$ cat src/hw/dual_timer_params.svh
// register offsets, field positions, mode codes and lag depths of the dual timer
`ifndef DUAL_TIMER_PARAMS_SVH
`define DUAL_TIMER_PARAMS_SVH

// ==================================================================
// register byte offsets
`define FIRST_TIMER_CONTROL_OFS          8'h00
`define FIRST_TIMER_IO_CONTROL_OFS       8'h04
`define FIRST_TIMER_MODE_SELECT_OFS      8'h08
`define FIRST_TIMER_PRESCALER_OFS        8'h0c
`define FIRST_TIMER_COUNTER_OFS          8'h10
`define SECOND_TIMER_CONTROL_OFS         8'h20
`define SECOND_TIMER_ONESHOT_CONTROL_OFS 8'h24
`define SECOND_TIMER_IO_CONTROL_OFS      8'h28
`define SECOND_TIMER_MODE_SELECT_OFS     8'h2c
`define SECOND_TIMER_PRESCALER_OFS       8'h30
`define SECOND_TIMER_SECONDARY_RELOAD_OFS 8'h34
`define SECOND_TIMER_PRIMARY_RELOAD_OFS  8'h38

// ==================================================================
// field positions
`define CTL_START_BIT      0
`define CTL_STATUS_BIT     1
`define CTL_FSTOP_BIT      2
`define CTL_EDGE_BIT       5
`define CTL_UNF_BIT        6
`define OS_TRIGGER_BIT     0
`define OS_STOP_BIT        1
`define OS_STATUS_BIT      2
`define IO_POL_BIT         0
`define B_SRC_SEL_BIT      4

// ==================================================================
// mode codes
`define A_MODE_TIMER       3'h0
`define A_MODE_PULSE_OUT   3'h1
`define A_MODE_EVENT       3'h2
`define A_MODE_WIDTH       3'h3
`define A_MODE_PERIOD      3'h4
`define B_MODE_TIMER       2'h0
`define B_MODE_WAVE        2'h1
`define B_MODE_ONESHOT     2'h2
`define B_MODE_WAIT_ONESHOT 2'h3

// ==================================================================
// reset values, lag depths in count-source edges, bus answers
`define BYTE_RST_VAL       8'h00
`define A_LAG_STAGES       1
`define B_LAG_STAGES       2
`define OS_LAG_STAGES      2
`define UNMAPPED_DATA      32'h0000_0000

`endif

$ cat src/hw/dual_timer_pkg.sv
// types shared by the dual prescaled timer modules
package dual_timer_pkg;

    // ==================================================================
    // one-shot sequencing
    typedef enum logic [2:0] {
        OS_IDLE  = 3'b001,
        OS_WAIT  = 3'b010,
        OS_PULSE = 3'b100
    } oneshot_state_t;

    // ==================================================================
    // lag stage state
    typedef struct packed {
        logic [1:0] sh;
    } lag_state_t;

    // ==================================================================
    // timer state
    typedef struct packed {
        logic           pready;
        logic           pslverr;
        logic [31:0]    prdata;
        logic           a_src_q;
        logic           b_src_q;
        logic           a_pin_q;
        logic           a_start;
        logic           a_edge_f;
        logic           a_unf_f;
        logic           a_out;
        logic [7:0]     a_io;
        logic [2:0]     a_mode;
        logic [7:0]     a_pre_rld;
        logic [7:0]     a_pre_cnt;
        logic [7:0]     a_rld;
        logic [7:0]     a_cnt;
        logic           b_start;
        logic           b_unf_f;
        logic           b_out;
        logic           b_src_sel;
        logic           os_req;
        logic [7:0]     b_io;
        logic [1:0]     b_mode;
        logic [7:0]     b_pre_rld;
        logic [7:0]     b_pre_cnt;
        logic [7:0]     b_sec;
        logic [7:0]     b_pri;
        logic [7:0]     b_cnt;
        oneshot_state_t os_state;
    } timer_state_t;

endpackage

$ cat src/hw/count_source_lag.sv
// delays a start or one-shot request by whole count-source edges
`timescale 1ns/100ps
`default_nettype none

module count_source_lag #(
    parameter int STAGES = 1
) (
    // clock and reset
    input  wire logic sys_clk,
    input  wire logic rst_b,
    // count-source edge and request
    input  wire logic tick,
    input  wire logic clear,
    input  wire logic req,
    // lagged request
    output logic      lag
);

    dual_timer_pkg::lag_state_t st_r;
    dual_timer_pkg::lag_state_t st_nxt;

    // ==================================================================
    // shift on each count-source edge, clear at once
    always_comb begin
        st_nxt = st_r;
        if (clear) begin
            st_nxt.sh = 2'h0;
        end else if (tick) begin
            st_nxt.sh = {st_r.sh[0], req};
        end
    end

    always_ff @(posedge sys_clk or negedge rst_b) begin
        if (!rst_b) begin
            st_r <= '0;
        end else begin
            st_r <= st_nxt;
        end
    end

    assign lag = (STAGES == 1) ? st_r.sh[0] : st_r.sh[1];

endmodule

`default_nettype wire

$ cat src/hw/dual_prescaled_timer.sv
// two prescaled 8-bit timers with measurement, pulse, waveform and one-shot modes
`timescale 1ns/100ps
`default_nettype none
`include "dual_timer_params.svh"

module dual_prescaled_timer (
    // clock and reset
    input  wire logic        sys_clk,
    input  wire logic        rst_b,
    // apb slave
    input  wire logic        psel,
    input  wire logic        penable,
    input  wire logic        pwrite,
    input  wire logic [7:0]  paddr,
    input  wire logic [31:0] pwdata,
    output logic [31:0]      prdata,
    output logic             pready,
    output logic             pslverr,
    // count sources and pins
    input  wire logic        a_count_src,
    input  wire logic        b_count_src,
    input  wire logic        a_meas_pin,
    output logic             a_pulse_out,
    output logic             b_wave_out
);

    dual_timer_pkg::timer_state_t st_r;
    dual_timer_pkg::timer_state_t st_nxt;

    logic a_lag;
    logic b_lag;
    logic os_lag;
    logic a_src_edge;
    logic b_src_edge;
    logic pin_act;
    logic pin_was_act;
    logic act_edge;
    logic inact_edge;
    logic a_meas;
    logic a_cs_tick;
    logic a_tick;
    logic a_pre_unf;
    logic a_unf;
    logic a_meas_edge;
    logic b_oneshot;
    logic b_cs_tick;
    logic b_tick;
    logic b_pre_unf;
    logic b_unf;
    logic setup;
    logic wr;
    logic fstop;

    // ==================================================================
    // helpers
    function automatic logic [7:0] down8(input logic [7:0] cnt, input logic [7:0] rld);
        down8 = (cnt == 8'h00) ? rld : cnt - 8'h01;
    endfunction

    function automatic logic [7:0] lo8(input logic [31:0] d);
        lo8 = d[7:0];
    endfunction

    // ==================================================================
    // bus phases
    assign setup = psel & ~penable;
    assign wr    = psel & penable & pwrite & st_r.pready;
    assign fstop = wr & (paddr == `SECOND_TIMER_CONTROL_OFS) & pwdata[`CTL_FSTOP_BIT];

    // ==================================================================
    // first timer count source
    assign a_src_edge  = a_count_src & ~st_r.a_src_q;
    assign pin_act     = a_meas_pin ^ st_r.a_io[`IO_POL_BIT];
    assign pin_was_act = st_r.a_pin_q ^ st_r.a_io[`IO_POL_BIT];
    assign act_edge    = pin_act & ~pin_was_act;
    assign inact_edge  = ~pin_act & pin_was_act;
    assign a_meas      = (st_r.a_mode == `A_MODE_WIDTH) | (st_r.a_mode == `A_MODE_PERIOD);
    assign a_cs_tick   = (st_r.a_mode == `A_MODE_EVENT) ? act_edge : a_src_edge;
    // counting only once the status flag is already up
    assign a_tick      = a_lag & a_cs_tick
                       & ((st_r.a_mode != `A_MODE_WIDTH) | pin_act);
    assign a_pre_unf   = a_tick & (st_r.a_pre_cnt == 8'h00);
    assign a_unf       = a_pre_unf & (st_r.a_cnt == 8'h00);
    assign a_meas_edge = a_lag & (((st_r.a_mode == `A_MODE_PERIOD) & act_edge)
                       | ((st_r.a_mode == `A_MODE_WIDTH) & inact_edge));

    count_source_lag #(
        .STAGES (`A_LAG_STAGES)
    ) u_a_lag (
        .sys_clk (sys_clk),
        .rst_b   (rst_b),
        .tick    (a_cs_tick),
        .clear   (1'b0),
        .req     (st_r.a_start),
        .lag     (a_lag)
    );

    // ==================================================================
    // second timer count source
    assign b_src_edge = b_count_src & ~st_r.b_src_q;
    assign b_oneshot  = st_r.b_mode[1];
    assign b_cs_tick  = st_r.b_src_sel ? a_unf : b_src_edge;
    // forced stop gates the tick in the very cycle of the write
    assign b_tick     = b_lag & b_cs_tick & ~fstop
                      & (~b_oneshot | (st_r.os_state != dual_timer_pkg::OS_IDLE));
    assign b_pre_unf  = b_tick & (st_r.b_pre_cnt == 8'h00);
    assign b_unf      = b_pre_unf & (st_r.b_cnt == 8'h00);

    count_source_lag #(
        .STAGES (`B_LAG_STAGES)
    ) u_b_lag (
        .sys_clk (sys_clk),
        .rst_b   (rst_b),
        .tick    (b_cs_tick),
        .clear   (fstop),
        .req     (st_r.b_start),
        .lag     (b_lag)
    );

    count_source_lag #(
        .STAGES (`OS_LAG_STAGES)
    ) u_os_lag (
        .sys_clk (sys_clk),
        .rst_b   (rst_b),
        .tick    (b_cs_tick),
        .clear   (fstop),
        .req     (st_r.os_req),
        .lag     (os_lag)
    );

    // ==================================================================
    // next state
    always_comb begin
        logic [31:0] rd;
        logic        hit;
        logic        os_halt;
        rd      = '0;
        hit     = 1'b1;
        os_halt = 1'b0;
        st_nxt  = st_r;
        st_nxt.a_src_q = a_count_src;
        st_nxt.b_src_q = b_count_src;
        st_nxt.a_pin_q = a_meas_pin;
        st_nxt.pready  = 1'b0;
        st_nxt.pslverr = 1'b0;

        // first timer counting
        if (a_tick) begin
            st_nxt.a_pre_cnt = down8(st_r.a_pre_cnt, st_r.a_pre_rld);
        end
        if (a_pre_unf) begin
            st_nxt.a_cnt = down8(st_r.a_cnt, st_r.a_rld);
        end
        if (a_meas_edge) begin
            st_nxt.a_cnt     = st_r.a_rld;
            st_nxt.a_pre_cnt = st_r.a_pre_rld;
        end
        if (a_unf && (st_r.a_mode == `A_MODE_PULSE_OUT)) begin
            st_nxt.a_out = ~st_r.a_out;
        end

        // second timer counting
        if (b_tick) begin
            st_nxt.b_pre_cnt = down8(st_r.b_pre_cnt, st_r.b_pre_rld);
        end
        if (b_pre_unf) begin
            st_nxt.b_cnt = down8(st_r.b_cnt, st_r.b_pri);
        end
        if (b_unf && (st_r.b_mode == `B_MODE_WAVE)) begin
            st_nxt.b_cnt = st_r.b_out ? st_r.b_pri : st_r.b_sec;
            st_nxt.b_out = ~st_r.b_out;
        end

        // one-shot sequencing
        case (st_r.os_state)
            dual_timer_pkg::OS_IDLE: begin
                if (b_oneshot && b_lag && os_lag && st_r.os_req) begin
                    st_nxt.b_pre_cnt = st_r.b_pre_rld;
                    if (st_r.b_mode == `B_MODE_WAIT_ONESHOT) begin
                        st_nxt.os_state = dual_timer_pkg::OS_WAIT;
                        st_nxt.b_cnt    = st_r.b_sec;
                    end else begin
                        st_nxt.os_state = dual_timer_pkg::OS_PULSE;
                        st_nxt.b_cnt    = st_r.b_pri;
                        st_nxt.b_out    = 1'b1;
                    end
                end
            end
            dual_timer_pkg::OS_WAIT: begin
                if (b_unf) begin
                    st_nxt.os_state = dual_timer_pkg::OS_PULSE;
                    st_nxt.b_cnt    = st_r.b_pri;
                    st_nxt.b_out    = 1'b1;
                end
            end
            dual_timer_pkg::OS_PULSE: begin
                if (b_unf) begin
                    st_nxt.os_state = dual_timer_pkg::OS_IDLE;
                    st_nxt.b_cnt    = st_r.b_pri;
                    st_nxt.b_out    = 1'b0;
                    st_nxt.os_req   = 1'b0;
                end
            end
            default: begin
                st_nxt.os_state = dual_timer_pkg::OS_IDLE;
            end
        endcase

        // register read decode
        case (paddr)
            `FIRST_TIMER_CONTROL_OFS: begin
                rd[`CTL_START_BIT]  = st_r.a_start;
                rd[`CTL_STATUS_BIT] = a_lag;
                rd[`CTL_EDGE_BIT]   = st_r.a_edge_f;
                rd[`CTL_UNF_BIT]    = st_r.a_unf_f;
            end
            `FIRST_TIMER_IO_CONTROL_OFS:  rd[7:0] = st_r.a_io;
            `FIRST_TIMER_MODE_SELECT_OFS: rd[2:0] = st_r.a_mode;
            `FIRST_TIMER_PRESCALER_OFS:   rd[7:0] = st_r.a_pre_cnt;
            `FIRST_TIMER_COUNTER_OFS:     rd[7:0] = st_r.a_cnt;
            `SECOND_TIMER_CONTROL_OFS: begin
                rd[`CTL_START_BIT]  = st_r.b_start;
                rd[`CTL_STATUS_BIT] = b_lag;
                rd[`CTL_UNF_BIT]    = st_r.b_unf_f;
            end
            `SECOND_TIMER_ONESHOT_CONTROL_OFS: rd[`OS_STATUS_BIT] = os_lag;
            `SECOND_TIMER_IO_CONTROL_OFS:  rd[7:0] = st_r.b_io;
            `SECOND_TIMER_MODE_SELECT_OFS: begin
                rd[1:0]             = st_r.b_mode;
                rd[`B_SRC_SEL_BIT]  = st_r.b_src_sel;
            end
            `SECOND_TIMER_PRESCALER_OFS:        rd[7:0] = st_r.b_pre_cnt;
            `SECOND_TIMER_SECONDARY_RELOAD_OFS: rd[7:0] = st_r.b_sec;
            `SECOND_TIMER_PRIMARY_RELOAD_OFS:   rd[7:0] = st_r.b_cnt;
            default: hit = 1'b0;
        endcase

        // apb answer, one wait-free access phase
        if (setup) begin
            st_nxt.pready  = 1'b1;
            st_nxt.prdata  = hit ? rd : `UNMAPPED_DATA;
            st_nxt.pslverr = ~hit;
        end

        // register writes
        if (wr) begin
            case (paddr)
                `FIRST_TIMER_CONTROL_OFS: begin
                    st_nxt.a_start = pwdata[`CTL_START_BIT];
                    if (a_meas && !pwdata[`CTL_EDGE_BIT]) begin
                        st_nxt.a_edge_f = 1'b0;
                    end
                    if (a_meas && !pwdata[`CTL_UNF_BIT]) begin
                        st_nxt.a_unf_f = 1'b0;
                    end
                end
                `FIRST_TIMER_IO_CONTROL_OFS:  st_nxt.a_io = lo8(pwdata);
                `FIRST_TIMER_MODE_SELECT_OFS: st_nxt.a_mode = pwdata[2:0];
                `FIRST_TIMER_PRESCALER_OFS: begin
                    st_nxt.a_pre_rld = lo8(pwdata);
                    if (!a_lag) begin
                        st_nxt.a_pre_cnt = lo8(pwdata);
                    end
                end
                `FIRST_TIMER_COUNTER_OFS: begin
                    st_nxt.a_rld = lo8(pwdata);
                    if (!a_lag) begin
                        st_nxt.a_cnt = lo8(pwdata);
                    end
                end
                `SECOND_TIMER_CONTROL_OFS: begin
                    st_nxt.b_start = pwdata[`CTL_START_BIT];
                    if (!pwdata[`CTL_UNF_BIT]) begin
                        st_nxt.b_unf_f = 1'b0;
                    end
                    if (b_oneshot && !pwdata[`CTL_START_BIT]) begin
                        os_halt = 1'b1;
                    end
                    if (pwdata[`CTL_FSTOP_BIT]) begin
                        st_nxt.b_start = 1'b0;
                        os_halt        = 1'b1;
                    end
                end
                `SECOND_TIMER_ONESHOT_CONTROL_OFS: begin
                    if (pwdata[`OS_STOP_BIT]) begin
                        os_halt = 1'b1;
                    end else if (pwdata[`OS_TRIGGER_BIT]) begin
                        st_nxt.os_req = 1'b1;
                    end
                end
                `SECOND_TIMER_IO_CONTROL_OFS: st_nxt.b_io = lo8(pwdata);
                `SECOND_TIMER_MODE_SELECT_OFS: begin
                    st_nxt.b_mode    = pwdata[1:0];
                    st_nxt.b_src_sel = pwdata[`B_SRC_SEL_BIT];
                end
                `SECOND_TIMER_PRESCALER_OFS: begin
                    st_nxt.b_pre_rld = lo8(pwdata);
                    if (!b_lag) begin
                        st_nxt.b_pre_cnt = lo8(pwdata);
                    end
                end
                `SECOND_TIMER_SECONDARY_RELOAD_OFS: st_nxt.b_sec = lo8(pwdata);
                `SECOND_TIMER_PRIMARY_RELOAD_OFS: begin
                    st_nxt.b_pri = lo8(pwdata);
                    if (!b_lag) begin
                        st_nxt.b_cnt = lo8(pwdata);
                    end
                end
                default: begin
                    st_nxt.os_req = st_r.os_req;
                end
            endcase
        end

        // one-shot stop: reload from primary, then idle
        if (os_halt) begin
            st_nxt.b_cnt     = st_r.b_pri;
            st_nxt.b_pre_cnt = st_r.b_pre_rld;
            st_nxt.os_state  = dual_timer_pkg::OS_IDLE;
            st_nxt.os_req    = 1'b0;
            st_nxt.b_out     = 1'b0;
        end

        // hardware sets win over software clears
        if (a_meas && a_unf) begin
            st_nxt.a_unf_f = 1'b1;
        end
        if (a_meas_edge) begin
            st_nxt.a_edge_f = 1'b1;
        end
        if (b_unf) begin
            st_nxt.b_unf_f = 1'b1;
        end
    end

    // ==================================================================
    // state register
    always_ff @(posedge sys_clk or negedge rst_b) begin
        if (!rst_b) begin
            st_r          <= '0;
            st_r.os_state <= dual_timer_pkg::OS_IDLE;
        end else begin
            st_r <= st_nxt;
        end
    end

    // ==================================================================
    // outputs
    assign prdata      = st_r.prdata;
    assign pready      = st_r.pready;
    assign pslverr     = st_r.pslverr;
    assign a_pulse_out = st_r.a_out;
    assign b_wave_out  = st_r.b_out;

endmodule

`default_nettype wire

$ cat config.mk
export PLATFORM = sky130hd
export DESIGN_NAME = dual_prescaled_timer
export DESIGN_NICKNAME = d
export VERILOG_FILES = /design/src/hw/dual_timer_pkg.sv /design/src/hw/count_source_lag.sv /design/src/hw/dual_prescaled_timer.sv
export VERILOG_INCLUDE_DIRS = /design/src /design/src/hw
export SDC_FILE = /design/constraint.sdc
export NUM_CORES = 1
export LEC_CHECK = 0
export ABC_AREA = 1
export BUFFER_PORTS_ARGS = -buffer_cell sky130_fd_sc_hd__buf_2
export CORE_ASPECT_RATIO = 0.8
export CORE_MARGIN = 4
export CORE_UTILIZATION = 40
export DETAILED_ROUTE_END_ITERATION = 16
export HOLD_SLACK_MARGIN = 0.08
export PLACE_DENSITY = 0.62
export SYNTH_ARGS = -nofsm -noshare
export SYNTH_HDL_FRONTEND = slang
export SYNTH_SLANG_ARGS = --single-unit
export TNS_END_PERCENT = 50
$ cat constraint.sdc
create_clock -name sys_clk -period 5.5 [get_ports sys_clk]
set_input_delay 1.1 -clock sys_clk [delete_from_list [all_inputs] [get_ports sys_clk]]
set_output_delay 1.1 -clock sys_clk [all_outputs]
set_load 0.005 [all_outputs]
# ---- Yosys cells after proc, flatten, opt, wreduce, memory -nomap -nowiden
# Cells that the tools add are included.
dict set report word_totals {
  regBits 147
  latch_bits 0
  ramBits 0
  rom_bits 0
  in_bits 48
  output_inout_bits 36
  word_cells 223
  mem_count 0
}
dict set report op_classes {
  addsub 4
  n_mul 0
  div 0
  n_lt_le_gt_ge 0
  n_eq_ne 27
  shift 0
  n_mux 79
  n_bitwise 38
  n_reduce_logical 43
}
# cell n
set ops {}
lappend ops {{$mux W8} 23}
lappend ops {{$eq A8 B6 Y1 const B} 7}
lappend ops {{$mux W11} 5}
lappend ops {{$mux W51} 1}
lappend ops {{$mux W16} 3}
lappend ops {{$logic_not A8 Y1} 5}
lappend ops {{$mux W34} 1}
lappend ops {{$sub A8 B1 Y8 const B} 4}
lappend ops {{$mux W26} 1}
lappend ops {{$mux W1} 25}
lappend ops {{$pmux W8 S3} 1}
lappend ops {{$and A1 B1 Y1} 22}
lappend ops {{$pmux W2 S11} 1}
lappend ops {{$reduce_and A2 Y1} 11}
lappend ops {{$pmux W1 S9} 2}
lappend ops {{$reduce_bool A2 Y1} 9}
lappend ops {{$eq A8 B4 Y1 const B} 2}
lappend ops {{$mux W2} 8}
lappend ops {{$pmux W1 S8} 2}
lappend ops {{$pmux W1 S7} 2}
lappend ops {{$reduce_and A3 Y1} 4}
lappend ops {{$reduce_or A12 Y1} 1}
lappend ops {{$reduce_or A11 Y1} 1}
lappend ops {{$not A1 Y1} 10}
lappend ops {{19 further kinds} 40}

# ---- Depth between registers and ports, before layout
dict set report depth {
  ltp_word 22
  mapped_depth 16
  mapped_depth_nobuf 16
}

# ---- Modules after synthesis
# From an unflattened synthesis, not the netlist that was laid out.
dict set report hier_totals {
  cells_unflattened 1046
  area_unflattened_um2 7608.5
}
# mod n_inst cells_each area_per_inst_um2 seq_area_each_um2
set modules_own_cells {}
lappend modules_own_cells {dual_prescaled_timer 1 1020 7393.3 2954.1}
lappend modules_own_cells {{count_source_lag at u_b_lag ...} 2 10 85.1 50.0}
lappend modules_own_cells {{count_source_lag at u_a_lag} 1 6 45.0 25.0}

# ---- Worst setup path before layout
# OpenSTA, ideal clock, no wires.
dict set report synth_path {
  kind {input-to-reg}
  startpoint {input paddr[7]}
  endpoint {register st_r[33] (netlist name)}
  setup_ns 0.139
  arrival_time_ns 2.459
  t_required_ns 5.361
  setup_slack_ns 2.903
  cell_stages 11
  n_path_buf 0
  path_cell_list {nor2_1 -> nand3_1 -> nor2_1 -> inv_1 -> nor2_2 -> inv_1 -> nor2_4 -> inv_2 -> o21ai_0 -> o21bai_1 -> a22oi_1}
}
# item line_no
set synth_rtl {}
lappend synth_rtl {{start: declaration} dual_prescaled_timer.sv:14} ;# input wire logic [7:0] paddr,
lappend synth_rtl {{end signal: assignment} dual_prescaled_timer.sv:343} ;# st_r <= st_nxt;
lappend synth_rtl {{end: declaration} dual_prescaled_timer.sv:27} ;# dual_timer_pkg::timer_state_t st_r;

==> Flow_metrics.wiki <==
{| class="wikitable"
! Metric !! Value
|-
| Antenna diode count || 0
|-
| Met2 Wirelength || roughly 9.2 mm
|-
| Seq cells post-synth || between 100 and 150
|-
| CTS tree || yes
|-
| Asr flop ratio synth || between 90% and 100%
|-
| Number of flops mapped to enable cells by yosys || 0
|-
| Number of pins with negative max-slew slack in the final report || 0
|-
| Met1 wire length || between 10 and 15 mm
|-
| DRC errors left || 0
|-
| Flip-flop and latch area || slightly above 3000 µm²
|-
| Via/cell ratio || between 5 and 6
|-
| Critical Path Fanout Max || 30
|-
| Global-route usage over all layers || between 20% and 30%
|-
| RD Place Congestion || 0.921
|-
| Final number of hold-violating endpoints || 0
|-
| Master cell of the clock root buffer || sky130_fd_sc_hd__clkbuf_16
|-
| Overall routed net length || 23.3 mm
|-
| Main flop type after synthesis || sky130_fd_sc_hd__dfrtp_1
|-
| Ratio of cells with drive above 1 in the final layout || approximately a tenth
|-
| Count of endpoints failing setup in the final report || 0
|-
| Delay contributed by the slowest stage of the critical path || 900 ps
|-
| Setup TNS || 0 ps
|-
| Proportion of netlist area held by the largest area contributor || about two fifths
|-
| Worst VDD drop || ~0.00012 V
|-
| Total overflow reported by the global router || 0
|-
| Beginning of the worst register-to-register path || st_r[0]
|-
| Hold buffer count at CTS || 0
|-
| Area of the multi-input gates || between 3000 and 4000 µm²
|-
| Largest cells by area after synthesis || sky130_fd_sc_hd__dfrtp_1, sky130_fd_sc_hd__nand2_1, sky130_fd_sc_hd__o21ai_0, sky130_fd_sc_hd__inv_1, sky130_fd_sc_hd__nand3_1
|-
| Top Layer Used || met4
|-
| Number of antenna violations at the first check in global routing || 0
|-
| Setup Fix Bufs, Post-CTS || 0
|-
| Area growth from synthesis to final layout || 10.8%
|-
| Synthesized instance count || around 1000
|-
| Pre-CTS setup slack || 1740 ps
|-
| Number of clock buffers inserted by TritonCTS || 17
|-
| Iteration count of the initial detailed-routing pass || 8
|-
| Power per unit of standard cell area || ~280 nW/µm²
|-
| Via total after detailed routing || between 7000 and 8000
|-
| Least-Margin Pin Slew || ~1100 ps
|-
| Launch point of the worst hold path || a_pulse_out
|-
| Pin count of the biggest net entering global routing || between 60 and 70
|-
| Required time of the critical path || slightly below 6000 ps
|-
| Clock Sink Count || approximately 120
|-
| Period Utilization, post-route || slightly above 60%
|-
| Leading area contributor after synthesis || sky130_fd_sc_hd__dfrtp_1
|-
| Achievable frequency || 293 MHz
|-
| Number of resized instances in the post-cts repair step || 0
|-
| Number of placement rows || between 40 and 50
|-
| CP top delay family || buffers and inverters
|-
| Initial core utilization || between 40% and 50%
|-
| Placeable core area || 18400 µm²
|-
| Count of input and output buffers || 35
|-
| Max Root-Sink Buffers || 2
|-
| Count of placed standard cells including taps || ~1300
|-
| Kind of end point of the critical path || flip-flop
|-
| # IOs || 84
|-
| Share of synthesized area occupied by flip-flops and latches || between 40% and 50%
|-
| Via count of the first global-routing pass || between 6000 and 7000
|-
| Critical path buffers and inverters || 3
|-
| Most common cell after layout, fill and taps aside || sky130_fd_sc_hd__nand2_1
|-
| Synth unique cells || 51
|-
| Antenna viol nets, final || 0
|-
| Final clock skew || roughly 11 ps
|-
| Clock latency of the later-clocked register in the worst-skew pair || 430 ps
|-
| Number of H-tree levels || 4
|-
| Kind of start point of the critical path || input pin
|-
| Final net count || 1106
|-
| Max-slew headroom || 26.3%
|-
| Fillers || approximately 1900
|-
| Run status || completed
|-
| Wire length of the first global-routing pass || approximately 37 mm
|-
| Critical path type || input pin to flip-flop
|-
| Detailed placement HPWL || around 17 mm
|-
| DRT iter0 DRCs || between 800 and 900
|-
| Die Area || ~21000 µm²
|-
| Synthesized area per cell || roughly 7.4 µm²
|-
| Total of warnings raised by yosys || 0
|-
| Die width || ~160 µm
|-
| Highest-count cells in the layout ignoring fill and taps || sky130_fd_sc_hd__nand2_1, sky130_fd_sc_hd__o21ai_0, sky130_fd_sc_hd__dfrtp_1
|-
| Leakage power || approximately 4 nW
|-
| Routed wl met3 || between 2 and 2.5 mm
|-
| Final Instance Count excl. Fillers || around 1300
|-
| Critical Path AT || between 3000 and 4000 ps
|-
| Die height || roughly 130 µm
|-
| RSZ-0062 raised after global routing || no
|-
| Minimum clock period after layout || 3420 ps
|-
| Standard cell with the maximum stage delay on the critical path || sky130_fd_sc_hd__inv_1
|-
| Type of the most critical hold path || flip-flop to flip-flop
|-
| Worst setup slack after layout || around 2100 ps
|-
| DR WL/cell || 17.7 µm
|-
| Ordered list of cells on the worst path || buf_2 -> nor2_1 -> nand3_1 -> nor2_2 -> inv_1 -> o22ai_1 -> nand2_1 -> inv_1 -> a21oi_1 -> nand2_1 -> o21ai_0
|-
| Post-synth design cell area || 7640 µm²
|-
| Critical path origin || paddr[7]
|-
| Clock input transition at the sequential cells of the worst setup and hold paths || roughly 60 ps
|-
| Maximum capacitance violations || 0
|}
[metrics by stage]
stage	power (mW)	area (µm²)	utilization (%)	hold WS (ps)
6_report	2.39	8470	45.9	464
3_3_place_gp	1.28	7880	42.7	455
4_1_cts	2.40	8470	45.9	470
3_5_place_dp	1.28	7880	42.7	462
2_1_floorplan	1.19	7730	-	448
5_1_grt	2.49	8470	45.9	496
[worst register-to-register path, stage by stage (launching register included)]
cell,delay (ps)
sky130_fd_sc_hd__dfstp_2,540
sky130_fd_sc_hd__nor3_1,70
sky130_fd_sc_hd__nor2_1,700
sky130_fd_sc_hd__nand2_1,540
sky130_fd_sc_hd__nand2_1,410
sky130_fd_sc_hd__o21ai_0,140
sky130_fd_sc_hd__a31oi_1,170
sky130_fd_sc_hd__nand2_1,80
sky130_fd_sc_hd__nand2_1,60
sky130_fd_sc_hd__nand2_1,50
[cell type report]
| cell class | count | area share, % |
|---|---|---|
| clock buffer | 18 | 5.19 |
| multi-input combinational | 746 | 45.0 |
| timing repair buffer | 39 | 2.45 |
| tap | 253 | 3.74 |
| sequential | 123 | 36.4 |
| inverter | 124 | 5.50 |
| clock inverter | 14 | 1.74 |
[where the power goes]
part / internal, mW / switching, mW
logic: 0.0888 / 0.187
clock network: 0.678 / 0.437
registers: 0.950 / 0.0488
total: 1.72 / 0.673
[worst paths after layout]
path | endpoint | slack (ps) | cells after the start
setup reg to reg | st_r[4] | 2630 | 9
setup / recovery | st_r[29] | 2080 | 11
hold reg to reg | a_pulse_out | 460 | 1
hold / removal | a_pulse_out | 460 | 1
max in group asynchronous | st_r[11] | 3830 | 2
min in group asynchronous | st_r[67] | 530 | 1
[registers in the layout (all words and copies together), names as in the netlist]
signal	flops
st_r	105
prdata	8
u_b_lag.st_r	2
u_os_lag.st_r	2
a_pulse_out	1
b_oneshot	1
b_wave_out	1
pready	1
pslverr	1
u_a_lag.st_r	1
[logic make-up after synthesis]
family | count (synthesis) | synth area share, %
xor+xnor | 15 | 1.72
simple gates | 435 | 25.6
mux | 3 | 0.426
other cells | 1 | 0.0491
flops | 123 | 40.3
fa+ha+maj | 7 | 1.15
compound gates | 262 | 19.8
buf+inv | 180 | 10.9
[synthesized netlist by cell type (3+ instances only)]
library cell and n:
sky130_fd_sc_hd__a21oi_1 45, sky130_fd_sc_hd__a221oi_1 14, sky130_fd_sc_hd__a22oi_1 6, sky130_fd_sc_hd__buf_2 4
sky130_fd_sc_hd__buf_4 35, sky130_fd_sc_hd__buf_6 3, sky130_fd_sc_hd__clkbuf_1 14, sky130_fd_sc_hd__clkinv_1 3
sky130_fd_sc_hd__dfrtp_1 122, sky130_fd_sc_hd__ha_1 7, sky130_fd_sc_hd__inv_1 114, sky130_fd_sc_hd__inv_2 7
sky130_fd_sc_hd__nand2_1 258, sky130_fd_sc_hd__nand2_2 5, sky130_fd_sc_hd__nand2_4 3, sky130_fd_sc_hd__nand3_1 62
sky130_fd_sc_hd__nand4_1 10, sky130_fd_sc_hd__nor2_1 51, sky130_fd_sc_hd__nor2_2 6, sky130_fd_sc_hd__nor2_4 5
sky130_fd_sc_hd__nor3_1 22, sky130_fd_sc_hd__o211ai_1 14, sky130_fd_sc_hd__o21ai_0 139, sky130_fd_sc_hd__o21ai_1 7
sky130_fd_sc_hd__o221ai_1 10, sky130_fd_sc_hd__o22ai_1 16, sky130_fd_sc_hd__xnor2_1 3, sky130_fd_sc_hd__xor2_1 12
[routing by layer]
layer | up-vias | global-route usage, %
met5 | - | 0
met4 | 0 | 5.87
met3 | 29 | 5.64
met2 | 355 | 29.4
met1 | 3364 | 34.9
li1 | 3450 | -
Power figures use the tool's default switching activity.
